===== config.mk =====
export PLATFORM = sky130hd
export DESIGN_NAME = pie_vector_group_mapping
export DESIGN_NICKNAME = d
export VERILOG_FILES = /design/src/design/pie_map_pkg.sv /design/src/design/pie_vector_group_mapping.sv
export SDC_FILE = /design/constraint.sdc
export NUM_CORES = 1
export LEC_CHECK = 0
export BUFFER_PORTS_ARGS = -buffer_cell sky130_fd_sc_hd__buf_2
export CAP_MARGIN = 20
export CORE_AREA = 3 3 208 210
export CTS_CLUSTER_DIAMETER = 80
export DETAILED_ROUTE_END_ITERATION = 7
export DIE_AREA = 0 0 211 213
export SETUP_SLACK_MARGIN = 0.1
export SKIP_LAST_GASP = 1
export SYNTH_ARGS = -nofsm -noshare
export SYNTH_HDL_FRONTEND = slang
export SYNTH_SLANG_ARGS = --single-unit

===== constraint.sdc =====
create_clock -name clk_i -period 3.3 [get_ports clk_i]
set_input_delay 0.165 -clock clk_i [delete_from_list [all_inputs] [get_ports clk_i]]
set_output_delay 0.165 -clock clk_i [all_outputs]
set_load 0.005 [all_outputs]

===== src/design/pie_map_pkg.sv =====
// Package: constants and carriers for the interrupt vector mapping block
// Summary of operation
// - Sources form twelve groups of eight, each group on one CPU line.
// - Of 96 source positions, 45 are wired and the rest are reserved.
// - Reserved positions have no hardware source; only software sets them.
// - An enabled reserved flag set by software is delivered as a request.
// - The reset vector never comes from the vector table.
// - Each wired source goes to its fixed group and position.
// - With fetch enable set, non-reset vectors come from the table.
// - Bits 15 to 1 of the last vector address fetched from the table are kept.
package pie_map_pkg;
    localparam int NUM_GROUPS = 12;
    localparam int GROUP_SIZE = 8;
    localparam int NUM_SOURCES = 96;
    localparam int NUM_WIRED = 45;
    localparam logic [15:0] TABLE_BASE = 16'h0d00;
    localparam logic [6:0] FIRST_ID = 7'h20;
    localparam logic [15:0] ADDR_MASK = 16'hfffe;
    localparam logic [14:0] VECT_RESET = 15'h0000;
    // One byte per group, group one in the low byte
    localparam logic [95:0] WIRED_MASK = 96'h0000_003f_0000_337f_7f7f_7ffb;
    // Fetched vector description handed to the CPU
    typedef struct packed {
        logic valid;
        logic from_table;
        logic [15:0] addr;
    } vec_fetch_t;
endpackage


===== src/design/pie_vector_group_mapping.sv =====
// Module: twelve-group interrupt expander with vector addressing
`timescale 1ns/10ps
module pie_vector_group_mapping #(
    parameter int NUM_GROUPS = 12
) (
    input wire logic clk_i, // System clock
    input wire logic rst_n_i, // Synchronous reset, low
    input wire logic [95:0] src_irq_i, // Source requests, bit 8g+p
    input wire logic [95:0] enable_i, // Per-position enables
    input wire logic [95:0] sw_set_i, // Software flag set pulses
    input wire logic [95:0] sw_clr_i, // Software flag clear pulses
    input wire logic vector_fetch_enable_i, // Table fetch enable
    input wire logic ack_i, // CPU takes a vector this cycle
    input wire logic [3:0] ack_line_i, // CPU line being acknowledged
    input wire logic reset_fetch_i, // CPU fetching reset vector
    output logic [11:0] cpu_irq_o, // One line per group
    output logic [95:0] group_flag_register_o, // Flag state
    output pie_map_pkg::vec_fetch_t fetch_o, // Fetched vector
    output logic [14:0] last_vector_address_o // Bits 15..1 last table fetch
);
    // -----------------------------------------------------------
    // Flag storage
    // -----------------------------------------------------------
    logic [95:0] flag_r;
    logic [95:0] flag_nxt;
    logic [95:0] hw_req;
    logic [11:0] line_r;
    logic [11:0] line_nxt;
    pie_map_pkg::vec_fetch_t fetch_r;
    pie_map_pkg::vec_fetch_t fetch_nxt;
    logic [14:0] last_r;
    logic [14:0] last_nxt;
    logic [95:0] take_bit;
    logic [2:0] win_pos;
    logic [6:0] win_idx;
    logic win_any;
    logic [6:0] slot_id; // Vector id of the winner

    // Flags are plain set/clear bits; the enable and acknowledge
    // registers that software sees live outside this block, so
    // the enables arrive here as levels and are never stored.
    // Reserved positions are masked off so only software sets them
    // wired only
    assign hw_req = src_irq_i & pie_map_pkg::WIRED_MASK;
    // Set wins over clear so no event is lost in a clear cycle
    // software set delivered
    assign flag_nxt = (flag_r & ~sw_clr_i & ~take_bit) | hw_req | sw_set_i;

    // Highest priority pending position in a group: lowest index
    function automatic logic [3:0] pick(input logic [7:0] pend);
        logic [3:0] res;
        res = 4'h8;
        for (int i = 7; i >= 0; i--) begin
            if (pend[i]) begin
                res = 4'(i);
            end
        end
        return res;
    endfunction

    // -----------------------------------------------------------
    // Group lines
    // -----------------------------------------------------------
    // eight per line
    genvar g;
    generate
        for (g = 0; g < 12; g++) begin : g_line
            assign line_nxt[g] = |(flag_r[g*8 +: 8] & enable_i[g*8 +: 8]);
        end
    endgenerate

    logic [3:0] pick_res;
    logic [7:0] ack_pend;
    assign ack_pend = (ack_line_i < 4'(NUM_GROUPS)) ?
        (flag_r[ack_line_i*8 +: 8] & enable_i[ack_line_i*8 +: 8]) : 8'h00;
    assign pick_res = pick(ack_pend);
    assign win_any = ack_i && !reset_fetch_i && !pick_res[3];
    assign win_pos = pick_res[2:0];
    assign win_idx = 7'({ack_line_i, win_pos});
    assign take_bit = (win_any && vector_fetch_enable_i) ?
        (96'h1 << win_idx) : 96'h0;

    // slot address, enable, reset never from table
    assign fetch_nxt.valid = ack_i;
    assign fetch_nxt.from_table = win_any && vector_fetch_enable_i;
    // Slot word address is the base plus twice the vector id; ids
    // stay below 128, so the doubled id never carries past bit 7
    assign slot_id = 7'(pie_map_pkg::FIRST_ID + win_idx);
    assign fetch_nxt.addr = fetch_nxt.from_table ?
        (pie_map_pkg::TABLE_BASE + 16'({slot_id, 1'b0})) : 16'h0000;
    assign last_nxt = fetch_nxt.from_table ? fetch_nxt.addr[15:1] : last_r;

    // -----------------------------------------------------------
    // Registers
    // -----------------------------------------------------------
    always_ff @(posedge clk_i) begin
        if (!rst_n_i) begin
            flag_r <= '0;
            line_r <= '0;
            fetch_r <= '0;
            last_r <= pie_map_pkg::VECT_RESET;
        end else begin
            flag_r <= flag_nxt;
            line_r <= line_nxt;
            fetch_r <= fetch_nxt;
            last_r <= last_nxt;
        end
    end

    assign cpu_irq_o = line_r;
    assign group_flag_register_o = flag_r;
    assign fetch_o = fetch_r;
    assign last_vector_address_o = last_r;

    generate
        for (g = 0; g < 12; g++) begin : g_chk

        end
    endgenerate
endmodule


# Yosys cells after proc, flatten, opt, wreduce, memory -nomap -nowiden
# Cells that the tools add are included.
# classes
shift	3
bitwise	19
order_cmp	1
muxes	11
n_reduce_logical	18
n_addsub	2
# ops
operator	count
bitwise AND 96 bit	2
NOT 96 bit	2
indexed part select 96 x 8 -> 8 bit	2
bitwise AND 8 bit	13
2-to-1 mux 96 bit	1
bitwise OR 96 x 70 -> 96 bit	1
bitwise OR 96 bit	1
OR reduction 8 bit	12
left shift 1 x 7 -> 96 bit, first input constant	1
2-to-1 mux 4 bit	8
adder 12 x 8 -> 13 bit, first input constant	1
2-to-1 mux 13 bit	1
2-to-1 mux 8 bit	1
adder 6 x 7 -> 7 bit, first input constant	1
< comparator 4 bit, second input constant	1
logical AND 1 bit	3
zero test 1 bit	2
AND reduction 2 bit	1
# totals
regBits	141
word_cells	61
inputBits	393

# Longest topological paths before layout
# Gate-level depths: netlist of run 1.
# logic_depth
word_depth	19
mapped_depth	12
ltp_nobuf	8

# Least setup slack after synthesis of run 1
# No wires, ideal clock.
# synth_path
path_kind	input port to flip-flop
from	input ack_line_i[0]
to	register flag_r[10] (netlist: group_flag_register_o[10])
slack_ns	0.713
required_ns	3.154
path_stages	11
arrival_ns	2.441
path_cell_list	buf_6 > clkinv_4 > mux4_2 > a21oi_2 > or3_1 > or4_1 > buf_6 > nor2b_4 > buf_6 > nor4_4 > a31oi_1
# synth_between
elab_chain_cells	19
elab_cells_between_ends	22
classes_between	1 x order compare; 3 x shift; 10 x mux; 5 x bitwise; 3 x reduce/logical
# synth_lines
item	line_no	text
start: declaration	pie_vector_group_mapping.sv:14	input wire logic [3:0] ack_line_i,
indexed part select 96 x 8 -> 8 bit	pie_vector_group_mapping.sv:75	(flag_r[ack_line_i*8 +: 8] & enable_i[ack_line_i*8 +: 8]) : 8'h00;
bitwise AND 8 bit	pie_vector_group_mapping.sv:75	
2-to-1 mux 8 bit	pie_vector_group_mapping.sv:74	assign ack_pend = (ack_line_i < 4'(NUM_GROUPS)) ?
2-to-1 mux 4 bit (8 in series)	pie_vector_group_mapping.sv:54	if (pend[i]) begin
zero test 1 bit	pie_vector_group_mapping.sv:77	assign win_any = ack_i && !reset_fetch_i && !pick_res[3];
logical AND 1 bit	pie_vector_group_mapping.sv:77	
logical AND 1 bit	pie_vector_group_mapping.sv:80	assign take_bit = (win_any && vector_fetch_enable_i) ?
2-to-1 mux 96 bit *	pie_vector_group_mapping.sv:80	
NOT 96 bit *	pie_vector_group_mapping.sv:47	assign flag_nxt = (flag_r & ~sw_clr_i & ~take_bit) | hw_req | sw_set_i;
bitwise AND 96 bit *	pie_vector_group_mapping.sv:47	
bitwise OR 96 x 70 -> 96 bit *	pie_vector_group_mapping.sv:47	
bitwise OR 96 bit *	pie_vector_group_mapping.sv:47	
end signal: assignment	pie_vector_group_mapping.sv:103	flag_r <= flag_nxt;
end: declaration	pie_vector_group_mapping.sv:24	logic [95:0] flag_r;
# Mark *: on every way between the ends. The rest lies on a longest branch, timed or not.
# A chain may end at the register's enable or synchronous reset.

# Final worst setup path of run 1
# layout_path
from	register flag_r[12] (netlist: group_flag_register_o[12])
to	register last_r[4] (netlist: last_vector_address_o[4])
# layout_between
elab_chain_cells	12
elab_cells_between_ends	14
classes_between	2 x add/sub; 1 x shift; 7 x mux; 1 x bitwise; 3 x reduce/logical
# layout_lines
item	line_no	text
indexed part select 96 x 8 -> 8 bit *	pie_vector_group_mapping.sv:75	
bitwise AND 8 bit *	pie_vector_group_mapping.sv:75	
2-to-1 mux 8 bit *	pie_vector_group_mapping.sv:74	
2-to-1 mux 4 bit * (5 in series)	pie_vector_group_mapping.sv:54	
branches (longest 4 deep; another with adder 12 x 8 -> 13 bit)	-	
end signal: assignment	pie_vector_group_mapping.sv:101	last_r <= pie_map_pkg::VECT_RESET;
end signal: assignment	pie_vector_group_mapping.sv:106	last_r <= last_nxt;
end: declaration	pie_vector_group_mapping.sv:31	logic [14:0] last_r;
# Every way passes the cells marked *.

==> results of run 1 <==
stage by stage:
| step | instances | hold slack, ps |
|---|---|---|
| 2_1_floorplan | 910 | 257 |
| 3_3_place_gp | 1938 | 378 |
| 3_5_place_dp | 1938 | 385 |
| 4_1_cts | 2119 | 0.188 |
| 5_1_grt | 2125 | 16.8 |
| 6_report | 2126 | 31.9 |
kinds of logic (layout without fill, tap and decap cells):
logic type,Yosys count,after routing,synth area share [%]
flip-flops,125,125,35.8
adder cells (fa/ha/maj),1,1,0.179
AO/OA/AOI/OAI,247,247,21.8
AND/OR/NAND/NOR,387,387,28.3
multiplexers,16,16,5.16
buffers and inverters,123,798,8.64
other,1,13,0.0537
state kept, by name, indices dropped and copies added, names as in the netlist:
signal	count
cpu_irq_o	12
group_flag_register_o	96
last_vector_address_o	8
fetch_o	9
worst min path at each step:
stage / startpoint / endpoint / slack (ps)
after floorplan: ack_line_i[2] / fetch_o[6] / 260
after global placement: sw_set_i[53] / group_flag_register_o[53] / 380
after detailed placement: sw_set_i[53] / group_flag_register_o[53] / 390
after CTS: sw_set_i[38] / group_flag_register_o[38] / 0.2
after global routing: src_irq_i[69] / group_flag_register_o[69] / 20
final: sw_set_i[20] / group_flag_register_o[20] / 30
layer usage:
layer / vias up / global-route usage [%] / share of wire, %
li1: 4501 / - / -
met1: 4566 / 23.3 / 39
met2: 590 / 34.8 / 50
met3: 78 / 4.47 / 7.7
met4: 2 / 8.29 / 3.5
met5: - / 0 / 0.015
cell type report:
type	count	area [µm²]	area share, %
clock inverter	13	215	1.72
sequential	125	2500	20.0
multi-input combinational	662	3940	31.5
clock buffer	19	443	3.55
timing repair buffer	692	4420	35.4
tap	539	674	5.40
inverter	74	290	2.33
antenna	2	5.00	0.0401
power by group through the flow:
stage	Sequential [µW]	Clock (µW)	Combinational, µW
3_5_place_dp	1720	0	1120
2_1_floorplan	1710	0	472
3_3_place_gp	1720	0	1100
4_1_cts	1690	2230	1260
6_report	1690	2160	1280
5_1_grt	1700	2290	1380
worst max-delay path: cells and delay by family, from the launching register on:
family                 cells  cell delay, ps
AOI/OAI and AO/OA          4             830
buffers and inverters      2             420
DFF                        1             330
muxes                      1             320
and+or+nand+nor            3            1090
Yosys cell counts, types with 5 or more instances:
cell | count | area share, %
a311oi_1 | 10 | 1.3
or2_2 | 5 | 0.45
o21ai_1 | 5 | 0.36
buf_2 | 6 | 0.43
nand2_1 | 136 | 7.3
nor4_4 | 6 | 1.8
buf_6 | 7 | 1.1
nand4_1 | 26 | 2.3
clkbuf_1 | 15 | 0.81
nor2_1 | 107 | 5.8
a21oi_1 | 58 | 4.2
o22ai_1 | 17 | 1.5
mux4_2 | 16 | 5.2
o21ai_0 | 78 | 5.6
a21o_1 | 5 | 0.54
o22a_1 | 5 | 0.63
buf_4 | 18 | 1.9
a31oi_1 | 38 | 3.4
dfxtp_1 | 125 | 36
o311ai_1 | 6 | 0.75
nor2b_1 | 41 | 3.7
nand3b_1 | 7 | 0.75
nand2b_1 | 5 | 0.45
inv_1 | 71 | 3.8
nor3_1 | 19 | 1.4
repair_timing:
item | CTS | global route
gates resized for setup | 0 | 2
endpoints found under the setup margin | 0 | 18
buffers inserted | 0 | 5
hold endpoints to repair | 95 | 0
hold buffers | 149 | 0
==> impl_metrics.csv, run 1 <==
group,metric,value,unit
placement,place_congestion,0.964,
global_route,antenna_found_initial,2,
timing,setup_viol,0,
hold_path,holdPathStages,3,
timing,rsz0062_at_grt,"yes",
clocking,htree_levels,4,
timing,hold_viol_final,0,
setup_path,r2r_cells,10,
clocking,cts.sinks,125,
hold_path,worstHoldPathType,"in -> reg",
final_layout,final_util,29.9,%
setup_path,path_cells,"nand2_1 -> mux4_2 -> a31oi_1 -> or3_1 -> or4_1 -> buf_4 -> o21ai_4 -> buf_4 -> o21a_1 -> a22o_1",
placement,dp_slack,108,ps
final_layout,mostFrequentLayoutCell,"buf_2",
setup_path,cp.required,3670,ps
floorplanning,start_util,16.7,%
placement,place_area,10300,µm²
timing,tns,0,ps
global_route,track_usage,19.8,%
setup_path,cp-end-kind,"flip-flop",
setup_path,cp_slowest_stage_delay,620,ps
floorplanning,core,41800,µm²
final_layout,nFillCells,4417,
setup_path,reg2reg_from,"group_flag_register_o[12]",
yosys,yosysWarnings,0,
setup_path,r2r_setup_slack,240,ps
yosys,synth_area,6980,µm²
detailed_routing,drt_iter0_markers,716,
timing,post-route-period-util,92.7,%
pwr,seq_power_share,32.9,%
placement,io_buffers,471,
final_layout,layout_common_cells,"buf_2 (470), dlygate4sd3_1 (149), nand2_1 (136), dfxtp_1 (125), nor2_1 (107)",
pwr,p_total,5130,µW
setup_path,endpoint,"last_vector_address_o[4]",
final_layout,syn2layout_area_growth,78.8,%
floorplanning,die_w,211,µm
pwr,p_per_area,411,nW/µm²
global_route,grt_overflow_total,0,
clocking,clk_transition_reported_paths,60,ps
yosys,ys_seq_area_share,35.8,%
setup_path,crit_start,"group_flag_register_o[12]",
timing,relSlewSlack,33.2,%
final_layout,drive_gt1_share,39.5,%
final_layout,finalNetCount,1966,
floorplanning,io_pins,534,
clocking,clk_path_buf_depth,2,
detailed_routing,wl_per_cell,21.8,µm
setup_path,crit_slowest_cell,"or4_1",
clocking,tritoncts,"yes",
placement,post-dp-hpwl,37100,µm
pwr,power_frac_comb,24.9,%
outcome,status,"finished, final reports clean",
setup_path,crit_path_start_kind,"flip-flop",
pwr,internal-power,3590,µW
clocking,cts-root-buf,"clkbuf_16",
yosys,ys_ff_latch,125,
pwr,p_switching,1540,µW
timing,tightestPinTransition,1000,ps
yosys,synth-edff-count,0,
pwr,irDropWorstVdd,0.359,mV
global_route,grt_max_degree,85,
yosys,synth_flop_cell,"dfxtp_1",
timing,fin_ws,240,ps
floorplanning,dieArea,44900,µm²
setup_path,cp_common_cell,"buf_4",
pwr,p_clk_share,42.2,%
detailed_routing,totalWireLength,46300,µm
final_layout,final_area,12500,µm²
detailed_routing,vias_per_cell,4.58,
detailed_routing,drtAntennaViolNets,0,
clocking,cts_buffers,17,
timing,fmax,327,MHz
setup_path,crit_type,"reg -> reg",
detailed_routing,drc,0,
floorplanning,die_y,213,µm
yosys,async_flop_share,0,%
detailed_routing,dr_total_vias,9737,
timing,period_needed,3060,ps
global_route,grt_pass1_wl,62900,µm
setup_path,reg2reg_to,"last_vector_address_o[4]",
pwr,leakage,0.00601,µW
yosys,synth_cell_type_count,64,
pwr,switching_share,30.1,%
floorplanning,rows,75,
timing,finalClockSkew,18.7,ps
job,max_cap_viol_count,0,
yosys,syn_area_per_cell,7.76,µm²
yosys,syn_inst,900,
detailed_routing,detail_route.first_pass.iterations,7,
timing,maxSlewViolCount,0,
setup_path,cp_max_fo,7,
global_route,grt_pass1_vias,9715,
setup_path,arrival,3430,ps
clocking,clkLatencyLatePin,440,ps
Note: power is estimated with default switching activity, not from simulation.
==> run 2, diff against run 1 <==
--- a/config.mk
+++ b/config.mk
@@ -12,6 +12,7 @@
 export DETAILED_ROUTE_END_ITERATION = 7
 export DIE_AREA = 0 0 211 213
 export SETUP_SLACK_MARGIN = 0.1
+export SKIP_CTS_REPAIR_TIMING = 1
 export SKIP_LAST_GASP = 1
 export SYNTH_ARGS = -nofsm -noshare
 export SYNTH_HDL_FRONTEND = slang
==> constraint.sdc (replaced) <==
create_clock -name clk_i -period 3.3 [get_ports clk_i]
set_input_delay 0.165 -clock clk_i [delete_from_list [all_inputs] [get_ports clk_i]]
set_output_delay 0.165 -clock clk_i [all_outputs]
set_load 0.01 [all_outputs]
==> impl_metrics.csv, run 2 (synthesis gave the netlist of run 1 again) <==
group,metric,value,unit
outcome,status,"finished, violations left",
outcome,violations,"hold timing",
clocking,htree_levels,4,
global_route,antenna_found_initial,2,
final_layout,largest_reg_flops,96,
pwr,internal-power,3500,µW
timing,rsz0062_at_grt,"yes",
placement,place_congestion,0.964,
clocking,tritoncts,"yes",
timing,fmax,326,MHz
final_layout,layout_common_cells,"buf_2 (470), nand2_1 (136), dfxtp_1 (125), nor2_1 (107), o21ai_0 (78)",
setup_path,cp-end-kind,"flip-flop",
pwr,power_frac_comb,23.9,%
floorplanning,dieArea,44900,µm²
setup_path,crit_path_start_kind,"flip-flop",
detailed_routing,wl_per_cell,22.0,µm
clocking,clk_path_buf_depth,2,
timing,tns,0,ps
placement,dp.cells,1938,
timing,fin_hold_ws,-10.4,ps
final_layout,syn2layout_area_growth,63.2,%
global_route,grt_max_degree,85,
timing,tightestPinTransition,983,ps
final_layout,final_cells,2017,
detailed_routing,drt_iter0_markers,543,
floorplanning,die_w,211,µm
setup_path,cp_max_fo,7,
timing,finalClockSkew,15.2,ps
setup_path,crit_type,"reg -> reg",
final_layout,mostFrequentLayoutCell,"buf_2",
setup_path,arrival,3440,ps
placement,post-dp-hpwl,37100,µm
global_route,grt_overflow_total,0,
clocking,cts_buffers,17,
detailed_routing,totalWireLength,44300,µm
timing,hold_viol_final,6,
timing,period_needed,3070,ps
pwr,switching_share,30.6,%
timing,relSlewSlack,34.5,%
clocking,clk_transition_reported_paths,60,ps
clocking,cts-root-buf,"clkbuf_16",
timing,post-route-period-util,93.0,%
clocking,cts.sinks,125,
pwr,p_switching,1540,µW
clocking,clkLatencyLatePin,440,ps
setup_path,cp.required,3670,ps
detailed_routing,vias_per_cell,4.54,
timing,maxSlewViolCount,0,
global_route,grt_pass1_wl,58900,µm
global_route,grt_pass1_vias,8654,
detailed_routing,dr_total_vias,9149,
final_layout,drive_gt1_share,42.4,%
floorplanning,core,41800,µm²
floorplanning,start_util,16.7,%
floorplanning,die_y,213,µm
pwr,irDropWorstVdd,0.358,mV
hold_path,worstHoldPathType,"in -> reg",
detailed_routing,detail_route.first_pass.iterations,7,
pwr,leakage,0.00553,µW
timing,setup_viol,0,
pwr,p_per_area,443,nW/µm²
detailed_routing,drtAntennaViolNets,0,
pwr,seq_power_share,33.5,%
global_route,track_usage,18.7,%
floorplanning,io_pins,534,
final_layout,final_util,27.3,%
detailed_routing,drc,0,
placement,io_buffers,471,
pwr,p_clk_share,42.6,%
floorplanning,rows,75,
job,max_cap_viol_count,0,
final_layout,finalNetCount,1857,
==> run 2: cell count changes in the layout (fill, tap and decap cells not counted), sizes merged <==
cell / previous run / this run
dlygate4sd3: 149 / 40
==> run 2: power groups by stage <==
stage | clock network [µW] | logic (µW) | registers (µW)
floorplan | 0 | 475 | 1750
global placement | 0 | 1140 | 1720
detailed placement | 0 | 1160 | 1720
CTS | 2230 | 1160 | 1690
global route | 2290 | 1310 | 1700
finish | 2150 | 1210 | 1690
==> run 2: area by class of cell <==
type	instances	area [µm²]
clock buffers	19	443
fillers	4560	30400
well taps	539	674
diodes	2	5.00
inverters	74	290
clock inverters	13	215
multi-input cells	662	3940
repair buffers	583	3330
flip-flops and latches	125	2500
==> run 2: per-layer routing <==
layer  vias up  part of all wire (%)  track usage, %
li1       4291                     -               -
met4         2                   2.5            6.10
met5         -                 0.029               0
met2       471                    50            33.1
met3        47                   6.6            4.11
met1      4338                    41            22.7
==> run 2: worst paths after layout <==
kind	slack (ps)	start	to	depth (start not counted)
worst max-delay path	230	group_flag_register_o[12]	last_vector_address_o[4]	10
worst min-delay path	-10	src_irq_i[37]	group_flag_register_o[37]	3
worst max register to register	230	group_flag_register_o[12]	last_vector_address_o[4]	10
worst min register to register	460	last_vector_address_o[5]	last_vector_address_o[5]	1
==> run 2: worst max-delay path: stages (launching register included) <==
cell,delay (ps)
dfxtp_1,330
nand2_1,160
mux4_2,320
a31oi_1,110
or3_1,310
or4_1,610
buf_4,200
o21ai_4,280
buf_4,220
o21a_1,270
a22o_1,170
==> run 2: through the flow <==
stage	setup slack (ps)	hold slack [ps]	instance area [µm²]	total power, µW
floorplan	713	257	7020	2220
global placement	122	378	10300	2860
detailed placement	108	385	10300	2880
CTS	209	-95.5	10900	5080
global route	81.9	-0.808	11400	5300
finish	232	-10.4	11400	5050
